**config.mk**
```make
export PLATFORM = sky130hd
export DESIGN_NAME = rftmc_regs
export DESIGN_NICKNAME = d
export VERILOG_FILES = /design/src/shared/rftmc_pkg.sv /design/src/design/rftmc_regs.sv
export SDC_FILE = /design/constraint.sdc
export NUM_CORES = 1
export LEC_CHECK = 0
export ABC_AREA = 1
export ABC_CLOCK_PERIOD_IN_PS = 1800
export BUFFER_PORTS_ARGS = -buffer_cell sky130_fd_sc_hd__buf_4
export CAP_MARGIN = 20
export CORE_MARGIN = 4
export CORE_UTILIZATION = 44
export CTS_CLUSTER_SIZE = 14
export DETAILED_ROUTE_END_ITERATION = 8
export MAX_ROUTING_LAYER = met4
export PLACE_DENSITY_LB_ADDON = 0.15
export SETUP_SLACK_MARGIN = 0.4
export SLEW_MARGIN = 20
export SYNTH_ARGS = -nofsm -noshare
export SYNTH_HDL_FRONTEND = slang
export SYNTH_SLANG_ARGS = --single-unit
```
**constraint.sdc**
```tcl
create_clock -name aclk -period 1.8 [get_ports aclk]
set_clock_uncertainty 0.15 [all_clocks]
set_input_delay 0.27 -clock aclk [delete_from_list [all_inputs] [get_ports aclk]]
set_output_delay 0.27 -clock aclk [all_outputs]
set_load 0.01 [all_outputs]
```
**src/shared/rftmc_pkg.sv**
```systemverilog
/*
 Constants for the transmit and general mode configuration registers:
 byte offsets, reset values, field positions and bit-rate codes.
 Assumes a 32-bit AXI4-Lite slave with one aligned word per register.
*/
`default_nettype none
package rftmc_pkg;
   // Printed offsets are register indices; byte address is four times
   localparam logic [7:0]  IDX_RESERVED  = 8'h10;
   localparam logic [7:0]  IDX_GENERAL   = 8'h11;
   localparam logic [7:0]  IDX_TRANSMIT  = 8'h12;
   localparam int          ADDR_W        = 10;
   localparam logic [9:0]  ADDR_RESERVED = {IDX_RESERVED, 2'b00};
   localparam logic [9:0]  ADDR_GENERAL  = {IDX_GENERAL, 2'b00};
   localparam logic [9:0]  ADDR_TRANSMIT = {IDX_TRANSMIT, 2'b00};
   localparam logic [7:0]  RST_RESERVED  = 8'h00;
   localparam logic [7:0]  RST_GENERAL   = 8'h3f;
   localparam logic [7:0]  RST_TRANSMIT  = 8'h00;
   // Writable bits of the general mode register (7, 5, 3, 1:0)
   localparam logic [7:0]  GEN_WMASK     = 8'ha3 | 8'h08;
   // Reserved bits of general mode keep their reset value
   localparam logic [7:0]  GEN_FIXED     = RST_GENERAL & ~GEN_WMASK;
   // Writable bits of the transmit mode register (7:3)
   localparam logic [7:0]  TX_WMASK      = 8'hf8;
   localparam int          GEN_ORDER_BIT = 7;
   localparam int          GEN_WAIT_BIT  = 5;
   localparam int          GEN_POL_BIT   = 3;
   localparam int          GEN_PRE_LSB   = 0;
   localparam int          TX_CRC_BIT    = 7;
   localparam int          TX_RATE_LSB   = 4;
   localparam int          TX_INV_BIT    = 3;
   localparam logic [2:0]  RATE_106      = 3'h0;
   localparam logic [2:0]  RATE_212      = 3'h1;
   localparam logic [2:0]  RATE_424      = 3'h2;
   localparam logic [2:0]  RATE_848      = 3'h3;
   localparam logic [1:0]  RESP_OKAY     = 2'h0;
   localparam logic [1:0]  RESP_SLVERR   = 2'h2;
   typedef enum logic [1:0] {
      RFTMC_R106_T, RFTMC_R212_T, RFTMC_R424_T, RFTMC_R848_T
   } rftmc_rate_t;
endpackage
`default_nettype wire

```
**src/design/rftmc_regs.sv**
```systemverilog
/*
 AXI4-Lite register bank for general and transmit mode configuration.
 Assumes the transmitter and driver consume the decoded outputs and
 a master that keeps AXI4-Lite valid/ready rules.
 // Contract
 // - Location 10h is reserved, no function, reads zero.
 // - General mode register holds order, wait, polarity, preset; resets 3Fh.
 // - Send CRC enable bit 7 makes the sender append a CRC.
 // - Bits 6:4 pick send rate 106/212/424/848; codes 4-7 reserved.
 // - Bit 3 set inverts the send modulation.
 // - Transmit mode register lives at 12h and resets to zero.
 // - Transmit mode bits 2:0 are reserved, no function.
*/
// Our own choice: the AXI4-Lite slave port.
`timescale 1ns/1ps
`default_nettype none
module rftmc_regs (
   input  wire logic        aclk,
   input  wire logic        aresetn,
   input  wire logic [9:0]  s_axi_awaddr,
   input  wire logic        s_axi_awvalid,
   output logic             s_axi_awready,
   input  wire logic [31:0] s_axi_wdata,
   input  wire logic [3:0]  s_axi_wstrb,
   input  wire logic        s_axi_wvalid,
   output logic             s_axi_wready,
   output logic [1:0]       s_axi_bresp,
   output logic             s_axi_bvalid,
   input  wire logic        s_axi_bready,
   input  wire logic [9:0]  s_axi_araddr,
   input  wire logic        s_axi_arvalid,
   output logic             s_axi_arready,
   output logic [31:0]      s_axi_rdata,
   output logic [1:0]       s_axi_rresp,
   output logic             s_axi_rvalid,
   input  wire logic        s_axi_rready,
   output logic             crc_bit_order_high_first,
   output logic             wait_for_field_before_send,
   output logic             ext_input_polarity,
   output logic [1:0]       crc_start_value_sel,
   output logic             send_crc_enable,
   output logic [2:0]       send_bit_rate,
   output logic             invert_send_modulation,
   output logic             rate_106,
   output logic             rate_212,
   output logic             rate_424,
   output logic             rate_848,
   output logic             rate_code_reserved
);
   logic [7:0] general_mode_config_reg;
   logic [7:0] transmit_mode_config_reg;
   logic [9:0] aw_addr_reg;
   logic       aw_held_reg;
   logic [31:0] w_data_reg;
   logic        w_strb0_reg;
   logic        w_held_reg;
   logic        do_write;
   logic [7:0]  general_next;
   logic [7:0]  transmit_next;

   function automatic logic mapped(input logic [9:0] a);
      mapped = (a == rftmc_pkg::ADDR_RESERVED) || (a == rftmc_pkg::ADDR_GENERAL) ||
               (a == rftmc_pkg::ADDR_TRANSMIT);
   endfunction

   // Address and data may arrive in either order
   always_ff @(posedge aclk) begin
      if (!aresetn) begin
         aw_held_reg <= 1'b0;
         aw_addr_reg <= 10'h000;
      end else if (s_axi_awvalid && s_axi_awready) begin
         aw_held_reg <= 1'b1;
         aw_addr_reg <= s_axi_awaddr;
      end else if (do_write) begin
         aw_held_reg <= 1'b0;
      end
   end

   always_ff @(posedge aclk) begin
      if (!aresetn) begin
         w_held_reg  <= 1'b0;
         w_data_reg  <= 32'h0000_0000;
         w_strb0_reg <= 1'b0;
      end else if (s_axi_wvalid && s_axi_wready) begin
         w_held_reg  <= 1'b1;
         w_data_reg  <= s_axi_wdata;
         w_strb0_reg <= s_axi_wstrb[0];
      end else if (do_write) begin
         w_held_reg <= 1'b0;
      end
   end

   assign do_write = aw_held_reg && w_held_reg && !s_axi_bvalid;

   always_ff @(posedge aclk) begin
      if (!aresetn) begin
         s_axi_awready <= 1'b1;
         s_axi_wready  <= 1'b1;
      end else begin
         if (s_axi_awvalid && s_axi_awready) begin
            s_axi_awready <= 1'b0;
         end else if (s_axi_bvalid && s_axi_bready) begin
            s_axi_awready <= 1'b1;
         end
         if (s_axi_wvalid && s_axi_wready) begin
            s_axi_wready <= 1'b0;
         end else if (s_axi_bvalid && s_axi_bready) begin
            s_axi_wready <= 1'b1;
         end
      end
   end

   always_ff @(posedge aclk) begin
      if (!aresetn) begin
         s_axi_bvalid <= 1'b0;
         s_axi_bresp  <= rftmc_pkg::RESP_OKAY;
      end else if (do_write) begin
         s_axi_bvalid <= 1'b1;
         s_axi_bresp  <= mapped(aw_addr_reg) ? rftmc_pkg::RESP_OKAY : rftmc_pkg::RESP_SLVERR;
      end else if (s_axi_bready) begin
         s_axi_bvalid <= 1'b0;
      end
   end

   always_comb begin
      general_next  = general_mode_config_reg;
      transmit_next = transmit_mode_config_reg;
      if (do_write && w_strb0_reg) begin
         if (aw_addr_reg == rftmc_pkg::ADDR_GENERAL) begin
            // Reserved bits hold their reset value
            general_next = (w_data_reg[7:0] & rftmc_pkg::GEN_WMASK) | rftmc_pkg::GEN_FIXED;
         end
         if (aw_addr_reg == rftmc_pkg::ADDR_TRANSMIT) begin
            // Bits 2:0 are never stored
            transmit_next = w_data_reg[7:0] & rftmc_pkg::TX_WMASK;
         end
      end
   end

   always_ff @(posedge aclk) begin
      if (!aresetn) begin
         general_mode_config_reg <= rftmc_pkg::RST_GENERAL;
      end else begin
         general_mode_config_reg <= general_next;
      end
   end

   always_ff @(posedge aclk) begin
      if (!aresetn) begin
         transmit_mode_config_reg <= rftmc_pkg::RST_TRANSMIT;
      end else begin
         transmit_mode_config_reg <= transmit_next;
      end
   end

   // Read channel; reserved slot reads zero
   always_ff @(posedge aclk) begin
      if (!aresetn) begin
         s_axi_arready <= 1'b1;
         s_axi_rvalid  <= 1'b0;
         s_axi_rdata   <= 32'h0000_0000;
         s_axi_rresp   <= rftmc_pkg::RESP_OKAY;
      end else if (s_axi_arvalid && s_axi_arready) begin
         s_axi_arready <= 1'b0;
         s_axi_rvalid  <= 1'b1;
         s_axi_rresp   <= mapped(s_axi_araddr) ? rftmc_pkg::RESP_OKAY : rftmc_pkg::RESP_SLVERR;
         case (s_axi_araddr)
            rftmc_pkg::ADDR_RESERVED: s_axi_rdata <= {24'h000000, rftmc_pkg::RST_RESERVED};
            rftmc_pkg::ADDR_GENERAL:  s_axi_rdata <= {24'h000000, general_mode_config_reg};
            rftmc_pkg::ADDR_TRANSMIT: s_axi_rdata <= {24'h000000, transmit_mode_config_reg};
            default:                  s_axi_rdata <= 32'h0000_0000;
         endcase
      end else if (s_axi_rvalid && s_axi_rready) begin
         s_axi_rvalid  <= 1'b0;
         s_axi_arready <= 1'b1;
      end
   end

   // Decoded settings, registered for the transmitter
   always_ff @(posedge aclk) begin
      if (!aresetn) begin
         crc_bit_order_high_first   <= rftmc_pkg::RST_GENERAL[rftmc_pkg::GEN_ORDER_BIT];
         wait_for_field_before_send <= rftmc_pkg::RST_GENERAL[rftmc_pkg::GEN_WAIT_BIT];
         ext_input_polarity         <= rftmc_pkg::RST_GENERAL[rftmc_pkg::GEN_POL_BIT];
         crc_start_value_sel        <= rftmc_pkg::RST_GENERAL[rftmc_pkg::GEN_PRE_LSB +: 2];
         send_crc_enable            <= 1'b0;
         send_bit_rate              <= rftmc_pkg::RATE_106;
         invert_send_modulation     <= 1'b0;
      end else begin
         crc_bit_order_high_first   <= general_next[rftmc_pkg::GEN_ORDER_BIT];
         wait_for_field_before_send <= general_next[rftmc_pkg::GEN_WAIT_BIT];
         ext_input_polarity         <= general_next[rftmc_pkg::GEN_POL_BIT];
         crc_start_value_sel        <= general_next[rftmc_pkg::GEN_PRE_LSB +: 2];
         send_crc_enable            <= transmit_next[rftmc_pkg::TX_CRC_BIT];
         send_bit_rate              <= transmit_next[rftmc_pkg::TX_RATE_LSB +: 3];
         invert_send_modulation     <= transmit_next[rftmc_pkg::TX_INV_BIT];
      end
   end

   // One-hot rate select; reserved codes select none
   always_ff @(posedge aclk) begin
      if (!aresetn) begin
         rate_106           <= 1'b1;
         rate_212           <= 1'b0;
         rate_424           <= 1'b0;
         rate_848           <= 1'b0;
         rate_code_reserved <= 1'b0;
      end else begin
         rate_106           <= transmit_next[rftmc_pkg::TX_RATE_LSB +: 3] == rftmc_pkg::RATE_106;
         rate_212           <= transmit_next[rftmc_pkg::TX_RATE_LSB +: 3] == rftmc_pkg::RATE_212;
         rate_424           <= transmit_next[rftmc_pkg::TX_RATE_LSB +: 3] == rftmc_pkg::RATE_424;
         rate_848           <= transmit_next[rftmc_pkg::TX_RATE_LSB +: 3] == rftmc_pkg::RATE_848;
         rate_code_reserved <= transmit_next[rftmc_pkg::TX_RATE_LSB + 2];
      end
   end

   // Reserved bits never take a written value
   a_tx_low_zero: assert property (@(posedge aclk) disable iff (!aresetn)
      (transmit_mode_config_reg & ~rftmc_pkg::TX_WMASK) == 8'h00)
      else $error("tx reserved bits set");
   a_gen_fixed: assert property (@(posedge aclk) disable iff (!aresetn)
      (general_mode_config_reg & ~rftmc_pkg::GEN_WMASK) == rftmc_pkg::GEN_FIXED)
      else $error("general reserved bits changed");

   // Reset values
   a_tx_reset: assert property (@(posedge aclk)
      !aresetn |=> transmit_mode_config_reg == rftmc_pkg::RST_TRANSMIT)
      else $error("tx reset value");
   a_gen_reset: assert property (@(posedge aclk)
      !aresetn |=> general_mode_config_reg == rftmc_pkg::RST_GENERAL)
      else $error("general reset value");

   // Register writes land with the masks applied
   a_tx_write: assert property (@(posedge aclk) disable iff (!aresetn)
      do_write && w_strb0_reg && aw_addr_reg == rftmc_pkg::ADDR_TRANSMIT
      |=> transmit_mode_config_reg == ($past(w_data_reg[7:0]) & rftmc_pkg::TX_WMASK))
      else $error("tx write lost");
   a_gen_write: assert property (@(posedge aclk) disable iff (!aresetn)
      do_write && w_strb0_reg && aw_addr_reg == rftmc_pkg::ADDR_GENERAL
      |=> general_mode_config_reg ==
          (($past(w_data_reg[7:0]) & rftmc_pkg::GEN_WMASK) | rftmc_pkg::GEN_FIXED))
      else $error("general write lost");
   a_strb_ignored: assert property (@(posedge aclk) disable iff (!aresetn)
      do_write && !w_strb0_reg
      |=> $stable(transmit_mode_config_reg) && $stable(general_mode_config_reg))
      else $error("write without byte strobe changed a register");
   a_rsvd_write: assert property (@(posedge aclk) disable iff (!aresetn)
      do_write && aw_addr_reg == rftmc_pkg::ADDR_RESERVED
      |=> $stable(transmit_mode_config_reg) && $stable(general_mode_config_reg))
      else $error("reserved write changed a register");
   a_bad_write: assert property (@(posedge aclk) disable iff (!aresetn)
      do_write && !mapped(aw_addr_reg)
      |=> s_axi_bvalid && s_axi_bresp == rftmc_pkg::RESP_SLVERR)
      else $error("unmapped write not refused");
   a_aw_once: assert property (@(posedge aclk) disable iff (!aresetn)
      s_axi_awvalid && s_axi_awready |=> !s_axi_awready)
      else $error("address ready stayed high");
   a_w_once: assert property (@(posedge aclk) disable iff (!aresetn)
      s_axi_wvalid && s_axi_wready |=> !s_axi_wready)
      else $error("data ready stayed high");

   // Read data is the register as it stood when the address was taken
   a_tx_read: assert property (@(posedge aclk) disable iff (!aresetn)
      s_axi_arvalid && s_axi_arready && s_axi_araddr == rftmc_pkg::ADDR_TRANSMIT
      |=> s_axi_rvalid && s_axi_rdata == {24'h000000, $past(transmit_mode_config_reg)})
      else $error("tx read wrong");
   a_gen_read: assert property (@(posedge aclk) disable iff (!aresetn)
      s_axi_arvalid && s_axi_arready && s_axi_araddr == rftmc_pkg::ADDR_GENERAL
      |=> s_axi_rvalid && s_axi_rdata == {24'h000000, $past(general_mode_config_reg)})
      else $error("general read wrong");
   a_rsvd_read: assert property (@(posedge aclk) disable iff (!aresetn)
      s_axi_arvalid && s_axi_arready && s_axi_araddr == rftmc_pkg::ADDR_RESERVED
      |=> s_axi_rvalid && s_axi_rdata == 32'h0000_0000) else $error("reserved not zero");
   a_bad_read: assert property (@(posedge aclk) disable iff (!aresetn)
      s_axi_arvalid && s_axi_arready && !mapped(s_axi_araddr)
      |=> s_axi_rresp == rftmc_pkg::RESP_SLVERR && s_axi_rdata == 32'h0000_0000)
      else $error("unmapped read not refused");

   // Decoded settings track the stored fields
   a_crc_follows: assert property (@(posedge aclk) disable iff (!aresetn)
      ##1 send_crc_enable == transmit_mode_config_reg[rftmc_pkg::TX_CRC_BIT])
      else $error("crc enable mismatch");
   a_crc_write: assert property (@(posedge aclk) disable iff (!aresetn)
      do_write && w_strb0_reg && aw_addr_reg == rftmc_pkg::ADDR_TRANSMIT
      |=> send_crc_enable == $past(w_data_reg[rftmc_pkg::TX_CRC_BIT]))
      else $error("crc enable not taken from write");
   a_inv_follows: assert property (@(posedge aclk) disable iff (!aresetn)
      ##1 invert_send_modulation == transmit_mode_config_reg[rftmc_pkg::TX_INV_BIT])
      else $error("invert mismatch");
   a_inv_write: assert property (@(posedge aclk) disable iff (!aresetn)
      do_write && w_strb0_reg && aw_addr_reg == rftmc_pkg::ADDR_TRANSMIT
      |=> invert_send_modulation == $past(w_data_reg[rftmc_pkg::TX_INV_BIT]))
      else $error("invert not taken from write");
   a_rate_field: assert property (@(posedge aclk) disable iff (!aresetn)
      send_bit_rate == transmit_mode_config_reg[rftmc_pkg::TX_RATE_LSB +: 3])
      else $error("rate field mismatch");
   a_rate_onehot: assert property (@(posedge aclk) disable iff (!aresetn)
      ##1 (rate_848 == (send_bit_rate == rftmc_pkg::RATE_848)) &&
      (rate_106 == (send_bit_rate == rftmc_pkg::RATE_106)))
      else $error("rate decode wrong");
   a_rate_mid: assert property (@(posedge aclk) disable iff (!aresetn)
      (rate_212 == (send_bit_rate == rftmc_pkg::RATE_212)) &&
      (rate_424 == (send_bit_rate == rftmc_pkg::RATE_424)))
      else $error("middle rate decode wrong");
   a_rate_rsvd: assert property (@(posedge aclk) disable iff (!aresetn)
      rate_code_reserved == (send_bit_rate > rftmc_pkg::RATE_848))
      else $error("reserved rate flag wrong");
   a_gen_outs: assert property (@(posedge aclk) disable iff (!aresetn)
      crc_bit_order_high_first == general_mode_config_reg[rftmc_pkg::GEN_ORDER_BIT] &&
      wait_for_field_before_send == general_mode_config_reg[rftmc_pkg::GEN_WAIT_BIT] &&
      ext_input_polarity == general_mode_config_reg[rftmc_pkg::GEN_POL_BIT] &&
      crc_start_value_sel == general_mode_config_reg[rftmc_pkg::GEN_PRE_LSB +: 2])
      else $error("general settings not driven");
endmodule // rftmc_regs
`default_nettype wire

```
==> metrics.md <==
| Metric | Value |
|---|---|
| Hold Startpoint | `s_axi_awaddr[9]` |
| Max-slew violation count | `0` |
| Hold WC Path Type | `in2reg` |
| Global-route wire length before repair | `approximately 7.6 mm` |
| Met3 routed WL | `a little under 400 um` |
| Worst path top cell family by delay | `simple AND/OR/NAND/NOR gates` |
| Final nets | `423` |
| Remaining DRCs | `0` |
| CTS tree | `yes` |
| Reg2Reg Launch Point | `aw_addr_reg[6]` |
| CTS Buffer Depth | `2` |
| Post-Layout Cell Count | `~430` |
| Pin count of the biggest net entering global routing | `22` |
| Final setup margin | `371 ps` |
| WL met2 | `between 2 and 2.5 mm` |
| Worst EP arrival | `around 1500 ps` |
| Most numerous cell in the Yosys netlist | `nor2_1` |
| Placed Area | `2610 sq um` |
| Wirelength, routed | `4.63 mm` |
| Synth-to-layout area growth | `30.9%` |
| Detail Placement HPWL | `3.56 mm` |
| CP required | `1840 ps` |
| Vias in the first global route | `1,756` |
| Layout cell share with drive strength beyond 1 | `30.2%` |
| Power, Total | `2.13 mW` |
| Num Clock Sinks | `a little under 50` |
| Design area | `2820 sq um` |
| CP max stage cell | `dfxtp_1` |
| Synth top cells by count | `52 x nor2_1, 49 x dfxtp_1, 42 x nand2_1` |
| Max Fclk | `700 MHz` |
| Synth area leader | `dfxtp_1` |
| Die area | `6070 sq um` |
| Initial DRC Count | `between 40 and 50` |
| CTS clock-pin slew for the worst setup and hold paths | `90 ps` |
| Layout Utilization | `around 60%` |
| CTS buffer count | `5` |
| Synth cell types | `25` |
| Worst Path Buf+Inv | `1` |
| CP Max Fanout | `5` |
| Antenna violations before repair | `0` |
| Aggregate global routing overflow | `0` |
| Core Region | `4720 sq um` |
| Cells after DPL | `approximately 410` |
| Synth async-reset ratio | `0%` |
| All-Layer GR Usage | `15.8%` |
| Clock Latency Late Sink | `approximately 300 ps` |
| VDD IR-drop max | `0.511 mV` |
| Die W | `77.9 um` |
| FF-to-FF path depth | `9` |
| DRT antenna net count | `0` |
| CP endpoint kind | `register` |
| Drt via density | `roughly 4.4` |
| Worst Hold End | `aw_addr_reg[9]` |
| Initial Util | `45.6%` |
| Outcome | `finished clean` |
| Mapped Avg Cell Area | `7.50 sq um` |
| Top sig layer | `met4` |
| I/O pins | `119` |
| Cells after Synth | `~290` |
| WHS | `approximately 65 ps` |
| Number of synthesized flops with an enable pin | `0` |
| YS warnings | `0` |
| Critical Path Source Type | `register` |
| WL/cell | `10.8 um` |
| Unrepaired setup endpoints after global routing | `yes` |
| Hold Vio Cnt, Final | `0` |
| Leak | `1.36 nW` |
| Post-synth top area share | `between 40 and 50%` |
| CP cell instances | `inv_1 -> nor2_1 -> nand2_2 -> nor2_4 -> nand3_4 -> nand2_2 -> nand2_1 -> nand3_1 -> nand2_1` |
| Row count | `25` |
| I/O Buffers | `64` |
| Hold Path Depth | `3` |
| Power Density | `between 700 and 800 nW/um^2` |
| Hold buffers post-CTS | `0` |
| Vias | `1,893` |
| FF-to-FF End | `rate_106` |
| Die Span Y | `77.9 um` |
| Dominant cells by area after synthesis | `dfxtp_1 46%, buf_4 9.4%, nor2_1 9.1%` |
| Final setup fails | `0` |
| Tcrit/Tclk final | `between 70% and 80%` |
| Top FF cell, synth | `dfxtp_1` |
| # diodes | `0` |
| DP Worst Slack | `311 ps` |
| Crit Path Class | `reg2reg` |
| Seq/Total Area, Yosys | `45.6%` |
| Tmin final | `1430 ps` |
| Max-cap violations | `0` |
| Max stage delay on crit path | `320 ps` |
| Filler instances | `480` |
| R2R setup slack | `370 ps` |
| Root Driver | `clkbuf_8` |
| 1st-pass router iterations | `6` |
| Largest register FFs | `10` |
| Gp weighted congestion | `about 0.88` |
| Setup TNS | `0 ps` |
| Synthesized area | `around 2200 sq um` |
| Metal1 wirelength | `approximately 2.0 mm` |
| Maximum level of the CTS H-tree | `2` |
| Register bit total from synthesis | `49` |
-- placed cells by master, fill, tap and decap left out, drive strengths merged --
cell and count:
nand3b 1, o21ai 23, a21boi 1, nor2 58
o211ai 1, clkinv 3, a31oi 1, nand4 9
buf 76, clkinvlp 1, conb 26, nand3 17
dfxtp 49, nand2 44, inv 26, clkbuf 5
o21a 1, a21oi 19
-- how the worst max path moves through the flow --
stage	slack, ps	depth (start not counted)	startpoint	endpoint
floorplan	460	8	s_axi_bvalid	rate_106
global route	270	9	aw_addr_reg[6]	rate_106
CTS	390	8	aw_addr_reg[1]	rate_106
finish	370	9	aw_addr_reg[6]	rate_106
global placement	340	8	s_axi_araddr[1]	s_axi_rdata[4]
detailed placement	310	8	s_axi_araddr[1]	s_axi_rdata[4]
-- cells by family (layout without fill, tap and decap cells) --
kind of cell    Yosys count  in the layout  share of synthesized area, %
simple gates            129            129                          27.6
buf+inv                  62            111                          15.6
flops                    49             49                          45.6
compound gates           46             46                          11.1
other cells               1             26                         0.174
-- power breakdown --
group | total, mW | leakage, nW | internal [mW] | switching, mW
Sequential | 1.18 | 0.402 | 1.14 | 0.0397
Combinational | 0.325 | 0.914 | 0.143 | 0.182
Clock | 0.618 | 0.0439 | 0.268 | 0.350
Total | 2.13 | 1.36 | 1.56 | 0.572
-- layer usage --
metal / global-route usage [%] / vias up
li1: - / 1006
met1: 18.1 / 820
met2: 26.1 / 60
met3: 4.99 / 7
met4: 5.24 / 0
met5: - / -
-- timing repair --
item	4_1_cts	5_1_grt
endpoints found under the hold margin	0	0
buffers inserted	2	5
resized for setup	6	14
pin swaps	2	9
setup endpoints to repair	5	16
-- worst register-to-register path, stage by stage (launching register included) --
cell     delay, ps
dfxtp_1        320
inv_1           40
nor2_1         110
nand2_2        110
nor2_4         180
nand3_4        130
nand2_2         90
nand2_1         60
nand3_1         80
nand2_1         50
-- layout make-up --
type | count | area (sq um) | area share, %
Clock buffer | 5 | 68.8 | 2.44
Clock inverter | 3 | 17.5 | 0.622
Timing Repair Buffer | 76 | 571 | 20.3
Sequential cell | 49 | 985 | 35.0
Inverter | 27 | 101 | 3.60
Multi-Input combinational cell | 201 | 990 | 35.1
Tap cell | 67 | 83.8 | 2.98
No activity file was read; power rests on OpenSTA's default activity.
